<file path="config.mk">
export PLATFORM = sky130hd
export DESIGN_NAME = brd_order_parity
export DESIGN_NICKNAME = d
export VERILOG_FILES = /design/src/rtl/brd_pkg.sv /design/src/rtl/brd_order_parity.sv
export VERILOG_INCLUDE_DIRS = /design/src /design/src/rtl
export SDC_FILE = /design/constraint.sdc
export NUM_CORES = 2
export LEC_CHECK = 0
export ABC_AREA = 1
export ABC_CLOCK_PERIOD_IN_PS = 13610
export BUFFER_PORTS_ARGS = -buffer_cell sky130_fd_sc_hd__buf_2
export CAP_MARGIN = 40
export CORE_UTILIZATION = 60
export CTS_CLUSTER_DIAMETER = 40
export DETAILED_ROUTE_END_ITERATION = 7
export PLACE_DENSITY_LB_ADDON = 0.1
export SLEW_MARGIN = 20
export SYNTH_ARGS = -nofsm -noshare
export SYNTH_HDL_FRONTEND = slang
export SYNTH_SLANG_ARGS = --single-unit
</file>
<file path="constraint.sdc">
create_clock -name i_clk -period 13.61 [get_ports i_clk]
set_clock_uncertainty 0.1 [all_clocks]
set_input_delay 4.083 -clock i_clk [delete_from_list [all_inputs] [get_ports i_clk]]
set_output_delay 4.083 -clock i_clk [all_outputs]
set_load 0.005 [all_outputs]
</file>
<file path="src/rtl/brd_consts.svh">
// Constants for the bridge ordering and address parity block.
`ifndef BRD_CONSTS_SVH
`define BRD_CONSTS_SVH
// ==========================================================
// Register map, byte addresses on the Avalon-MM slave.
`define BRD_OFS_CTRL 4'h0
`define BRD_OFS_STAT 4'h4
`define BRD_OFS_QOCC 4'h8
// Control register bits and reset value.
`define BRD_CTRL_PPERR 0
`define BRD_CTRL_SERR 1
`define BRD_CTRL_SPERR 2
`define BRD_CTRL_RST 3'h0
// Status register bits, write one to clear.
`define BRD_STAT_PDET 0
`define BRD_STAT_PSIG 1
`define BRD_STAT_SDET 2
`define BRD_STAT_RST 3'h0
// ==========================================================
// Bus commands that the ordering logic must recognise.
`define BRD_CMD_IOW 4'h3
`define BRD_CMD_MEMW 4'h7
`define BRD_CMD_CFGW 4'hb
`define BRD_CMD_MWI 4'hf
// Queue depths and the most posted writes outstanding.
`define BRD_PW_DEPTH 3'h5
`define BRD_DT_DEPTH 3'h3
`define BRD_OUTSTAND 8'h05
// Queue entry layout.
`define BRD_E_DATA 31:0
`define BRD_E_PAR 32
`define BRD_E_SNAP 40:33
`define BRD_E_CMD 44:41
`endif

</file>
<file path="src/rtl/brd_pkg.sv">
// Types shared by the bridge ordering and address parity block.
package brd_pkg;
  // ========================================================
  // Queue that an issued transfer comes from.
  typedef enum logic [1:0] {
    BRD_SRC_PW = 2'b00,
    BRD_SRC_DQ = 2'b01,
    BRD_SRC_CQ = 2'b10
  } brd_src_type;
  // Master issue state of one direction.
  typedef enum logic {
    BRD_IDLE = 1'b0,
    BRD_BUSY = 1'b1
  } brd_iss_state_type;
endpackage : brd_pkg

</file>
<file path="src/rtl/brd_order_parity.sv">
// Transaction ordering queues and address parity checking of the bridge.
`timescale 1ns/100ps
`default_nettype none
`include "brd_consts.svh"

// Behaviour
// RQ1: Posted writes leave in their arrival order.
// RQ2: Delayed read waits for earlier posted writes.
// RQ3: Read completion waits for earlier posted writes.
// RQ4: Delayed write never passes earlier posted writes.
// RQ5: Posted writes pass delayed work; arbitration fair.
// RQ6: Requests keep order, may pass completions.
// RQ7: Completions keep order; write completions pass posted.
// RQ8: Order per direction; completion travels opposite way.
// RQ9: Software reads back after posted writes.
// RQ10: Received parity travels with forwarded data.
// RQ11: Address parity checked on both buses.
// RQ12: Primary parity error, response on: no claim.
// RQ13: Secondary parity error, response on: no claim.
// RQ14: Response off: decode and claim normally.
// RQ15: Primary error sets primary detected flag.
// RQ16: Secondary error sets secondary detected flag.
// RQ17: Primary error signals system error when enabled.
// RQ18: Secondary error signals system error when enabled.
// RQ19: Memory writes posted; others delayed with retry.
// RQ20: Posted acceptance never waits on delayed work.
// RQ21: Priority alternates after each completed transfer.
module brd_order_parity (
  // Clock and reset.
  input  wire logic        i_clk,
  input  wire logic        i_arst_n,
  // Avalon-MM register slave.
  input  wire logic [3:0]  i_avs_address,
  input  wire logic        i_avs_read,
  input  wire logic        i_avs_write,
  input  wire logic [31:0] i_avs_writedata,
  input  wire logic [3:0]  i_avs_byteenable,
  output logic      [31:0] o_avs_readdata,
  output logic             o_avs_waitrequest,
  // Transactions offered as target, bit 0 downstream, bit 1 upstream.
  input  wire logic [1:0]  i_acc_valid,
  input  wire logic [7:0]  i_acc_cmd,
  input  wire logic [63:0] i_acc_data,
  input  wire logic [1:0]  i_acc_par,
  output logic      [1:0]  o_pw_ready,
  output logic      [1:0]  o_dr_ready,
  output logic      [1:0]  o_acc_retry,
  // Completions from the target bus, indexed by the request direction.
  input  wire logic [1:0]  i_dc_valid,
  input  wire logic [7:0]  i_dc_cmd,
  input  wire logic [63:0] i_dc_data,
  input  wire logic [1:0]  i_dc_par,
  output logic      [1:0]  o_dc_ready,
  // Master issue per direction.
  output logic      [1:0]  o_iss_valid,
  output logic      [3:0]  o_iss_src,
  output logic      [7:0]  o_iss_cmd,
  output logic      [63:0] o_iss_data,
  output logic      [1:0]  o_iss_par,
  input  wire logic [1:0]  i_iss_done,
  // Address phases, bit 0 primary, bit 1 secondary.
  input  wire logic [1:0]  i_adr_valid,
  input  wire logic [63:0] i_adr,
  input  wire logic [7:0]  i_adr_cbe,
  input  wire logic [1:0]  i_adr_par,
  input  wire logic [1:0]  i_adr_hit,
  output logic      [1:0]  o_claim,
  output logic             o_p_serr_n
);

  // ========================================================
  // Helper functions.
  // Memory write and write-and-invalidate are posted.
  function automatic logic brd_is_posted(input logic [3:0] cmd);
    return (cmd == `BRD_CMD_MEMW) || (cmd == `BRD_CMD_MWI);
  endfunction : brd_is_posted

  // I/O and configuration writes are delayed writes.
  function automatic logic brd_is_dwrite(input logic [3:0] cmd);
    return (cmd == `BRD_CMD_IOW) || (cmd == `BRD_CMD_CFGW);
  endfunction : brd_is_dwrite

  // True while posted writes taken before the snapshot are unfinished.
  function automatic logic brd_blocked(input logic [7:0] snap, input logic [7:0] done);
    logic [7:0] diff;
    diff = snap - done;
    return (diff != 8'h00) && (diff <= `BRD_OUTSTAND);
  endfunction : brd_blocked

  // Even parity over address, command and parity bit.
  function automatic logic brd_par_err(input logic [31:0] a, input logic [3:0] c, input logic p);
    return ^{a, c, p};
  endfunction : brd_par_err

  // Pointer advance with wrap at the queue depth.
  function automatic logic [2:0] brd_wrap(input logic [2:0] ptr, input logic [2:0] depth);
    return (ptr == depth - 3'h1) ? 3'h0 : ptr + 3'h1;
  endfunction : brd_wrap

  // ========================================================
  // Queue plumbing, index [direction][queue].
  logic [44:0] q_in   [2][3];  // Entry offered to a queue.
  logic [44:0] q_head [2][3];  // Oldest entry of a queue.
  logic [2:0]  q_cnt  [2][3];  // Occupancy.
  logic        q_push [2][3];  // Entry written.
  logic        q_pop  [2][3];  // Head retired.
  logic        q_rdy  [2][3];  // Registered room flag.
  logic [2:0]  ctrl_q;         // Response and system error enables.
  logic [2:0]  stat_q;         // Sticky error flags.
  logic [2:0]  stat_d;         // Next flags.
  logic [2:0]  stat_set;       // Error events this cycle.
  logic [1:0]  ev_det;         // Address parity error per bus.
  logic [1:0]  ev_serr;        // Error that raises a system error.

  genvar gd, gq, gb;
  generate
    for (gd = 0; gd < 2; gd++) begin : g_dir
      localparam int R = 1 - gd;  // Direction of the matching request.
      brd_pkg::brd_iss_state_type st_q;  // Issue state.
      brd_pkg::brd_src_type src_q;       // Queue being issued.
      brd_pkg::brd_src_type pick_src;    // Queue chosen when idle.
      logic [44:0] ent_q;                // Entry being issued.
      logic        prio_q;               // One gives delayed work priority.
      logic [7:0]  pw_in_q;              // Posted writes taken.
      logic [7:0]  pw_out_q;             // Posted writes finished.
      logic        posted_w;             // Offered command is posted.
      logic        pw_el;                // Posted head may go.
      logic        dq_el;                // Request head may go.
      logic        cq_el;                // Completion head may go.
      logic        dly_el;               // Some delayed head may go.
      logic        pick_v;               // Something may be issued.
      logic        retry_q;              // Retry answer for delayed offer.

      assign posted_w = brd_is_posted(i_acc_cmd[4*gd +: 4]);  // see RQ19
      // A posted entry carries its own sequence number as snapshot.
      assign q_in[gd][0] = {i_acc_cmd[4*gd +: 4], pw_in_q, i_acc_par[gd], i_acc_data[32*gd +: 32]};  // see RQ10
      assign q_in[gd][1] = {i_acc_cmd[4*gd +: 4], pw_in_q, i_acc_par[gd], i_acc_data[32*gd +: 32]};
      // Completions join the queue opposite to their request.
      assign q_in[gd][2] = {i_dc_cmd[4*R +: 4], pw_in_q, i_dc_par[R], i_dc_data[32*R +: 32]};  // see RQ8
      // Posted acceptance looks only at posted room.
      assign q_push[gd][0] = i_acc_valid[gd] & posted_w & q_rdy[gd][0];  // see RQ20
      assign q_push[gd][1] = i_acc_valid[gd] & ~posted_w & q_rdy[gd][1];
      assign q_push[gd][2] = i_dc_valid[R] & q_rdy[gd][2];
      for (gq = 0; gq < 3; gq++) begin : g_pop
        assign q_pop[gd][gq] = (st_q == brd_pkg::BRD_BUSY) && i_iss_done[gd] && (src_q == gq);
      end

      // Eligibility of each head against earlier posted writes.
      assign pw_el = q_cnt[gd][0] != 3'h0;  // see RQ5
      assign dq_el = (q_cnt[gd][1] != 3'h0)
                     && !brd_blocked(q_head[gd][1][`BRD_E_SNAP], pw_out_q);  // see RQ2, RQ4
      assign cq_el = (q_cnt[gd][2] != 3'h0)
                     && (brd_is_dwrite(q_head[gd][2][`BRD_E_CMD])  // see RQ7
                         || !brd_blocked(q_head[gd][2][`BRD_E_SNAP], pw_out_q));  // see RQ3
      assign dly_el = dq_el | cq_el;
      assign pick_v = pw_el | dly_el;
      // Completions go before requests; posted and delayed take turns.
      assign pick_src = (pw_el && (!dly_el || !prio_q)) ? brd_pkg::BRD_SRC_PW :  // see RQ5
                        cq_el ? brd_pkg::BRD_SRC_CQ : brd_pkg::BRD_SRC_DQ;  // see RQ6, RQ7

      // Issue state machine and posted write counters.
      always_ff @(posedge i_clk or negedge i_arst_n) begin
        if (!i_arst_n) begin
          st_q     <= brd_pkg::BRD_IDLE;
          src_q    <= brd_pkg::BRD_SRC_PW;
          ent_q    <= 45'h0;
          prio_q   <= 1'h0;
          pw_in_q  <= 8'h00;
          pw_out_q <= 8'h00;
          retry_q  <= 1'h0;
        end else begin
          retry_q <= i_acc_valid[gd] & ~posted_w;  // see RQ19
          if (q_push[gd][0]) begin
            pw_in_q <= pw_in_q + 8'h01;
          end
          if (q_pop[gd][0]) begin
            pw_out_q <= pw_out_q + 8'h01;
          end
          case (st_q)
            brd_pkg::BRD_IDLE: begin
              if (pick_v) begin
                st_q  <= brd_pkg::BRD_BUSY;
                src_q <= pick_src;
                ent_q <= q_head[gd][pick_src];  // see RQ1
              end
            end
            brd_pkg::BRD_BUSY: begin
              if (i_iss_done[gd]) begin
                st_q   <= brd_pkg::BRD_IDLE;
                prio_q <= (src_q == brd_pkg::BRD_SRC_PW);  // see RQ21
              end
            end
            default: st_q <= brd_pkg::BRD_IDLE;
          endcase
        end
      end

      assign o_iss_valid[gd]          = st_q;
      assign o_iss_src[2*gd +: 2]     = src_q;
      assign o_iss_cmd[4*gd +: 4]     = ent_q[`BRD_E_CMD];
      assign o_iss_data[32*gd +: 32]  = ent_q[`BRD_E_DATA];
      assign o_iss_par[gd]            = ent_q[`BRD_E_PAR];
      assign o_pw_ready[gd]           = q_rdy[gd][0];
      assign o_dr_ready[gd]           = q_rdy[gd][1];
      assign o_dc_ready[R]            = q_rdy[gd][2];
      assign o_acc_retry[gd]          = retry_q;

      // Each queue is a plain FIFO, so entries never pass within it.
      for (gq = 0; gq < 3; gq++) begin : g_q
        localparam logic [2:0] DEPTH = (gq == 0) ? `BRD_PW_DEPTH : `BRD_DT_DEPTH;
        logic [44:0] mem_q [`BRD_PW_DEPTH];  // Entry storage, sized for the deeper queue.
        logic [2:0]  wr_q;       // Write pointer.
        logic [2:0]  rd_q;       // Read pointer.
        logic [2:0]  cnt_q;      // Occupancy.
        logic [2:0]  cnt_d;      // Next occupancy.
        logic        rdy_q;      // Room for one more entry.

        assign cnt_d = cnt_q + {2'h0, q_push[gd][gq]} - {2'h0, q_pop[gd][gq]};

        // Storage has no reset; only written slots are ever read.
        always_ff @(posedge i_clk) begin
          if (q_push[gd][gq]) begin
            mem_q[wr_q] <= q_in[gd][gq];
          end
        end

        // Pointers and room flag.
        always_ff @(posedge i_clk or negedge i_arst_n) begin
          if (!i_arst_n) begin
            wr_q  <= 3'h0;
            rd_q  <= 3'h0;
            cnt_q <= 3'h0;
            rdy_q <= 1'h1;
          end else begin
            if (q_push[gd][gq]) begin
              wr_q <= brd_wrap(wr_q, DEPTH);  // see RQ1, RQ6, RQ7
            end
            if (q_pop[gd][gq]) begin
              rd_q <= brd_wrap(rd_q, DEPTH);
            end
            cnt_q <= cnt_d;
            rdy_q <= cnt_d != DEPTH;
          end
        end

        assign q_head[gd][gq] = mem_q[rd_q];
        assign q_cnt[gd][gq]  = cnt_q;
        assign q_rdy[gd][gq]  = rdy_q;
      end

    end
  endgenerate

  // ========================================================
  // Address parity checking on both buses.
  generate
    for (gb = 0; gb < 2; gb++) begin : g_bus
      logic err_w;    // Parity error on this address phase.
      logic en_w;     // Parity error response enable.
      logic claim_q;  // Registered claim select.

      assign err_w = brd_par_err(i_adr[32*gb +: 32], i_adr_cbe[4*gb +: 4], i_adr_par[gb]);  // see RQ11
      assign en_w  = (gb == 0) ? ctrl_q[`BRD_CTRL_PPERR] : ctrl_q[`BRD_CTRL_SPERR];
      assign ev_det[gb]  = i_adr_valid[gb] & err_w;  // see RQ15, RQ16
      assign ev_serr[gb] = ev_det[gb] & en_w & ctrl_q[`BRD_CTRL_SERR];  // see RQ17, RQ18

      // Claim follows decode unless the error is being answered.
      always_ff @(posedge i_clk or negedge i_arst_n) begin
        if (!i_arst_n) begin
          claim_q <= 1'h0;
        end else begin
          claim_q <= i_adr_valid[gb] & i_adr_hit[gb] & ~(err_w & en_w);  // see RQ12, RQ13, RQ14
        end
      end
      assign o_claim[gb] = claim_q;

    end
  endgenerate

  // ========================================================
  // Error flags and the primary system error output.
  assign stat_set[`BRD_STAT_PDET] = ev_det[0];
  assign stat_set[`BRD_STAT_SDET] = ev_det[1];
  assign stat_set[`BRD_STAT_PSIG] = |ev_serr;

  // ========================================================
  // Avalon-MM slave with one wait cycle per access.
  logic        wait_q;    // Registered waitrequest.
  logic [31:0] rdata_q;   // Registered read data.
  logic        req_w;     // Access pending.
  logic        take_w;    // Access completes at this edge.
  logic        wr_ctrl;   // Control register write.
  logic        wr_stat;   // Status register clear.
  logic [31:0] rdata_w;   // Read data mux.

  assign req_w   = i_avs_read | i_avs_write;
  assign take_w  = req_w & ~wait_q;
  assign wr_ctrl = take_w & i_avs_write & i_avs_byteenable[0] & (i_avs_address == `BRD_OFS_CTRL);
  assign wr_stat = take_w & i_avs_write & i_avs_byteenable[0] & (i_avs_address == `BRD_OFS_STAT);
  // A flag raised in the clearing cycle survives the clear.
  assign stat_d  = (stat_q & ~(wr_stat ? i_avs_writedata[2:0] : 3'h0)) | stat_set;
  // Unmapped addresses read zero and ignore writes.
  assign rdata_w = (i_avs_address == `BRD_OFS_CTRL) ? {29'h0, ctrl_q} :
                   (i_avs_address == `BRD_OFS_STAT) ? {29'h0, stat_q} :
                   (i_avs_address == `BRD_OFS_QOCC) ? {14'h0, q_cnt[1][2], q_cnt[1][1], q_cnt[1][0],
                                                       q_cnt[0][2], q_cnt[0][1], q_cnt[0][0]} : 32'h0;

  // Bus handshake, registers and system error pulse.
  always_ff @(posedge i_clk or negedge i_arst_n) begin
    if (!i_arst_n) begin
      wait_q     <= 1'h1;
      rdata_q    <= 32'h0;
      ctrl_q     <= `BRD_CTRL_RST;
      stat_q     <= `BRD_STAT_RST;
      o_p_serr_n <= 1'h1;
    end else begin
      wait_q     <= ~(req_w & wait_q);
      rdata_q    <= (req_w & wait_q) ? rdata_w : rdata_q;
      ctrl_q     <= wr_ctrl ? i_avs_writedata[2:0] : ctrl_q;
      stat_q     <= stat_d;  // see RQ15, RQ16, RQ17, RQ18
      o_p_serr_n <= ~(|ev_serr);  // see RQ17, RQ18
    end
  end

  assign o_avs_waitrequest = wait_q;
  assign o_avs_readdata    = rdata_q;

endmodule : brd_order_parity
`default_nettype wire

</file>
==> impl_metrics.toml <==
[synth]
synth_seq_cells = 1474
avgSynthCellArea_sq_um = 12.5
yosysMostFrequentCell = "edfxtp_1"
synth_edf_count = 1270
syn_area_sq_um = 60300
synth_compound_area_share_pct = 9.45
synth_top_cell_area_share_pct = 63.3
ys_seq_area_share_pct = 71.8
ys_top_cells_by_area = "edfxtp_1, dfrtp_1, nand2_1"
synth-simple-area-share_pct = 11.4
ys_top_cells_by_count = "edfxtp_1, nand2_1, nor2_1"
synth_top_cell_by_area = "edfxtp_1"
synthArstFlopShare_pct = 13.8
synthMuxAreaShare_pct = 0.498
yosys.cell_types.count = 60
synth_top_family_by_area = "simple AND/OR/NAND/NOR gates"
postSynthCellCount = 4815
synth_xor_area_share_pct = 1.66
ys_warn_count = 0
yosys.area_share.adder_pct = 1.41
synthFlopType = "edfxtp_1"

[place]
place_ws_ps = 6890
place_congestion = 0.872
hpwl_mm = 88.5
io_buffer_count = 353

[worst_setup_path]
endpoint_kind = "flop"
regToRegSetupSlack_ps = 7450
cp-start-kind = "flop"
cp_data_arrival_time_ps = 6750
cpMaxStageDelayCell = "a21oi_2"
path_max_fanout = 56
r2r-start = "g_dir[1].g_q[1].rd_q[1]$_DFFE_PN0P_"
r2r_cells = 25
slowest_delay_ps = 700
criticalPathCategory = "reg -> reg"
required_ps = 14200
reg2reg_to = "g_dir[1].ent_q[25]$_DFFE_PN0P_"

[clock_tree]
cts_tree = "built"
cts_hold_buf = 0
cts_setup_buffers = 0
cts_resized = 0
clkTransAtPathRegs_ps = 60
clock_latency_ps = 780
cts_buffers = 168
root_buffer = "clkbuf_16"
clock_sinks = 1474
clockBufferDepth = 3
htree_num_levels = 4

[grt]
antenna_found_initial = 19
grt_use_met2_pct = 45.1
grt_use_met3_pct = 6.59
grt_max_degree = 78
grt_overflow = 0
grtUsageTotal_pct = 29.9
grt_pass1_wl_mm = 228
grt_pass1_vias = 37600
top_usage_layer = "met2"
met1_usage_pct = 44.3

[drt]
via_per_inst = 5.98
wl_mm = 152
drtIter0Drc = 4554
drc = 0
routedWlPerCell_um = 23.0
vias = 39500
firstDrtPassIters = 6
ant_nets = 0

[timing]
setup_slack_ps = 7450
setup_viol = 0
hold_violations = 0
rsz0062_at_grt = "no"
slew_headroom_pct = 45.3
period_needed_ps = 6160
fmax_ghz = 0.162
worst_pin_slew_ps = 821
post-route-period-util_pct = 45.2
slew_viol_final = 0
setup_tns_ps = 0

[die]
pin_count = 400
start_util_pct = 60.9
row_count = 115
fp.dieW_um = 319
core-area_sq_um = 99000
die_h_um = 319
die-area_sq_um = 102000

[cells_and_area]
drive_gt1_share_pct = 15.3
area_delta_synth_final_pct = 14.7
fin_util_pct = 69.8
nets = 5512

[status]
status = "finished clean"

[min_path]
hold_depth = 1
hold_end = "o_avs_readdata[1]$_DFFE_PN0P_"
hold_class = "reg -> reg"
worstHoldStart = "o_avs_readdata[1]$_DFFE_PN0P_"

[run]
cap_violations = 0

[pwr]
p_per_area_nw_per_um2 = 229
irDropWorstVdd_v = 0.000183
p_leak_nw = 26.0
sequential cells by signal (all words and copies together), names as in the netlist:
signal and flops:
g_dir.g_q.mem_q 1270, g_dir.ent_q 74, g_dir.g_q.cnt_q 18, g_dir.g_q.rd_q 18, g_dir.g_q.wr_q 18, o_avs_readdata 18, g_dir.pw_in_q 16, g_dir.pw_out_q 16
g_dir.g_q.rdy_q 6, g_dir.src_q 4, ctrl_q 3, stat_q 3, g_bus.claim_q 2, g_dir.prio_q 2, g_dir.retry_q 2, g_dir.st_q 2
o_avs_waitrequest 1, o_p_serr_n 1
routing by layer:
| layer | up-vias | routed length [um] |
|---|---|---|
| met3 | 277 | 14900 |
| met2 | 1890 | 68100 |
| met4 | 22 | 3320 |
| li1 | 18000 | - |
| met1 | 19300 | 65200 |
| met5 | - | 137 |
layout by cell type (no fill, tap or decap), types with 30 or more instances in the layout:
master	synthesis	routed
nor2_1	504	486
inv_1	248	243
o21ai_1	34	33
o31ai_1	51	51
a21oi_1	134	134
mux2i_1	30	30
buf_2	25	353
ha_1	52	52
o21ai_0	401	401
clkbuf_1	167	30
a22oi_1	47	47
buf_4	34	74
clkbuf_16	0	173
xor2_1	46	46
o221ai_1	123	123
dfrtp_1	196	191
xnor2_1	68	68
nand2_1	847	847
edfxtp_1	1270	1270
nand3_1	223	223
where the power goes:
part           switching (W)  total [W]  internal [W]  leakage, nW
Clock                0.00182    0.00449       0.00267         2.70
Sequential          0.000322    0.00590       0.00558         13.8
Combinational        0.00380    0.00541       0.00161         9.48
Total                0.00594     0.0158       0.00986         26.0
worst max-delay path by stage:
stage                                                   start                                endpoint  depth (start not counted)
after floorplan                                  i_acc_cmd[2]   g_dir[0].g_q[0].mem_q[4][0]$_DFFE_PP_                          5
after global placement                           i_acc_cmd[1]  g_dir[0].g_q[1].mem_q[4][19]$_DFFE_PP_                          9
after detailed placement                         i_acc_cmd[6]         g_dir[1].g_q[0].rdy_q$_DFF_PN1_                         12
after CTS                 g_dir[1].g_q[1].rd_q[1]$_DFFE_PN0P_          g_dir[1].ent_q[25]$_DFFE_PN0P_                         25
after global routing      g_dir[0].g_q[2].rd_q[0]$_DFFE_PN0P_          g_dir[0].ent_q[26]$_DFFE_PN0P_                         28
final                     g_dir[1].g_q[1].rd_q[1]$_DFFE_PN0P_          g_dir[1].ent_q[25]$_DFFE_PN0P_                         25
through the flow:
stage               total power [W]  area (sq um)  instances  hold slack, ps
detailed placement           0.0113         63400       6288             360
finish                       0.0158         69100       6607             370
global route                 0.0166         69100       6604             387
global placement             0.0111         63200       6277             355
CTS                          0.0158         69000       6600             372
floorplan                   0.00936         60300       4828             351
worst max-delay path, delay by kind of cell, from the launching register on:
family                   cells  cell delay [ps]
AND/OR/NAND/NOR             14             2260
adder cells (fa/ha/maj)      2              660
flip-flops                   1              330
AO/OA/AOI/OAI                3              930
buffers and inverters        6             1700
cell families (layout without fill, tap and decap cells):
| family | after synthesis | after routing |
|---|---|---|
| xor gates and xnor gates | 114 | 114 |
| DFF | 1474 | 1474 |
| buffers and inverters | 532 | 1020 |
| muxes | 30 | 30 |
| other | 1 | 18 |
| adders and majority gates | 62 | 62 |
| and+or+nand+nor | 1683 | 1683 |
| AOI/OAI and AO/OA | 919 | 919 |
layout make-up:
cell class | count | area (sq um)
Tap cell | 1287 | 1610
Sequential cell | 1474 | 43300
Inverter | 268 | 1010
Multi-Input combinational cell | 2822 | 15000
Clock inverter | 105 | 1100
Timing Repair Buffer | 440 | 2620
Clock buffer | 207 | 4500
Antenna cell | 4 | 10.0
Fill cell | 6878 | 29900
No activity file was read; power rests on OpenSTA's default activity.
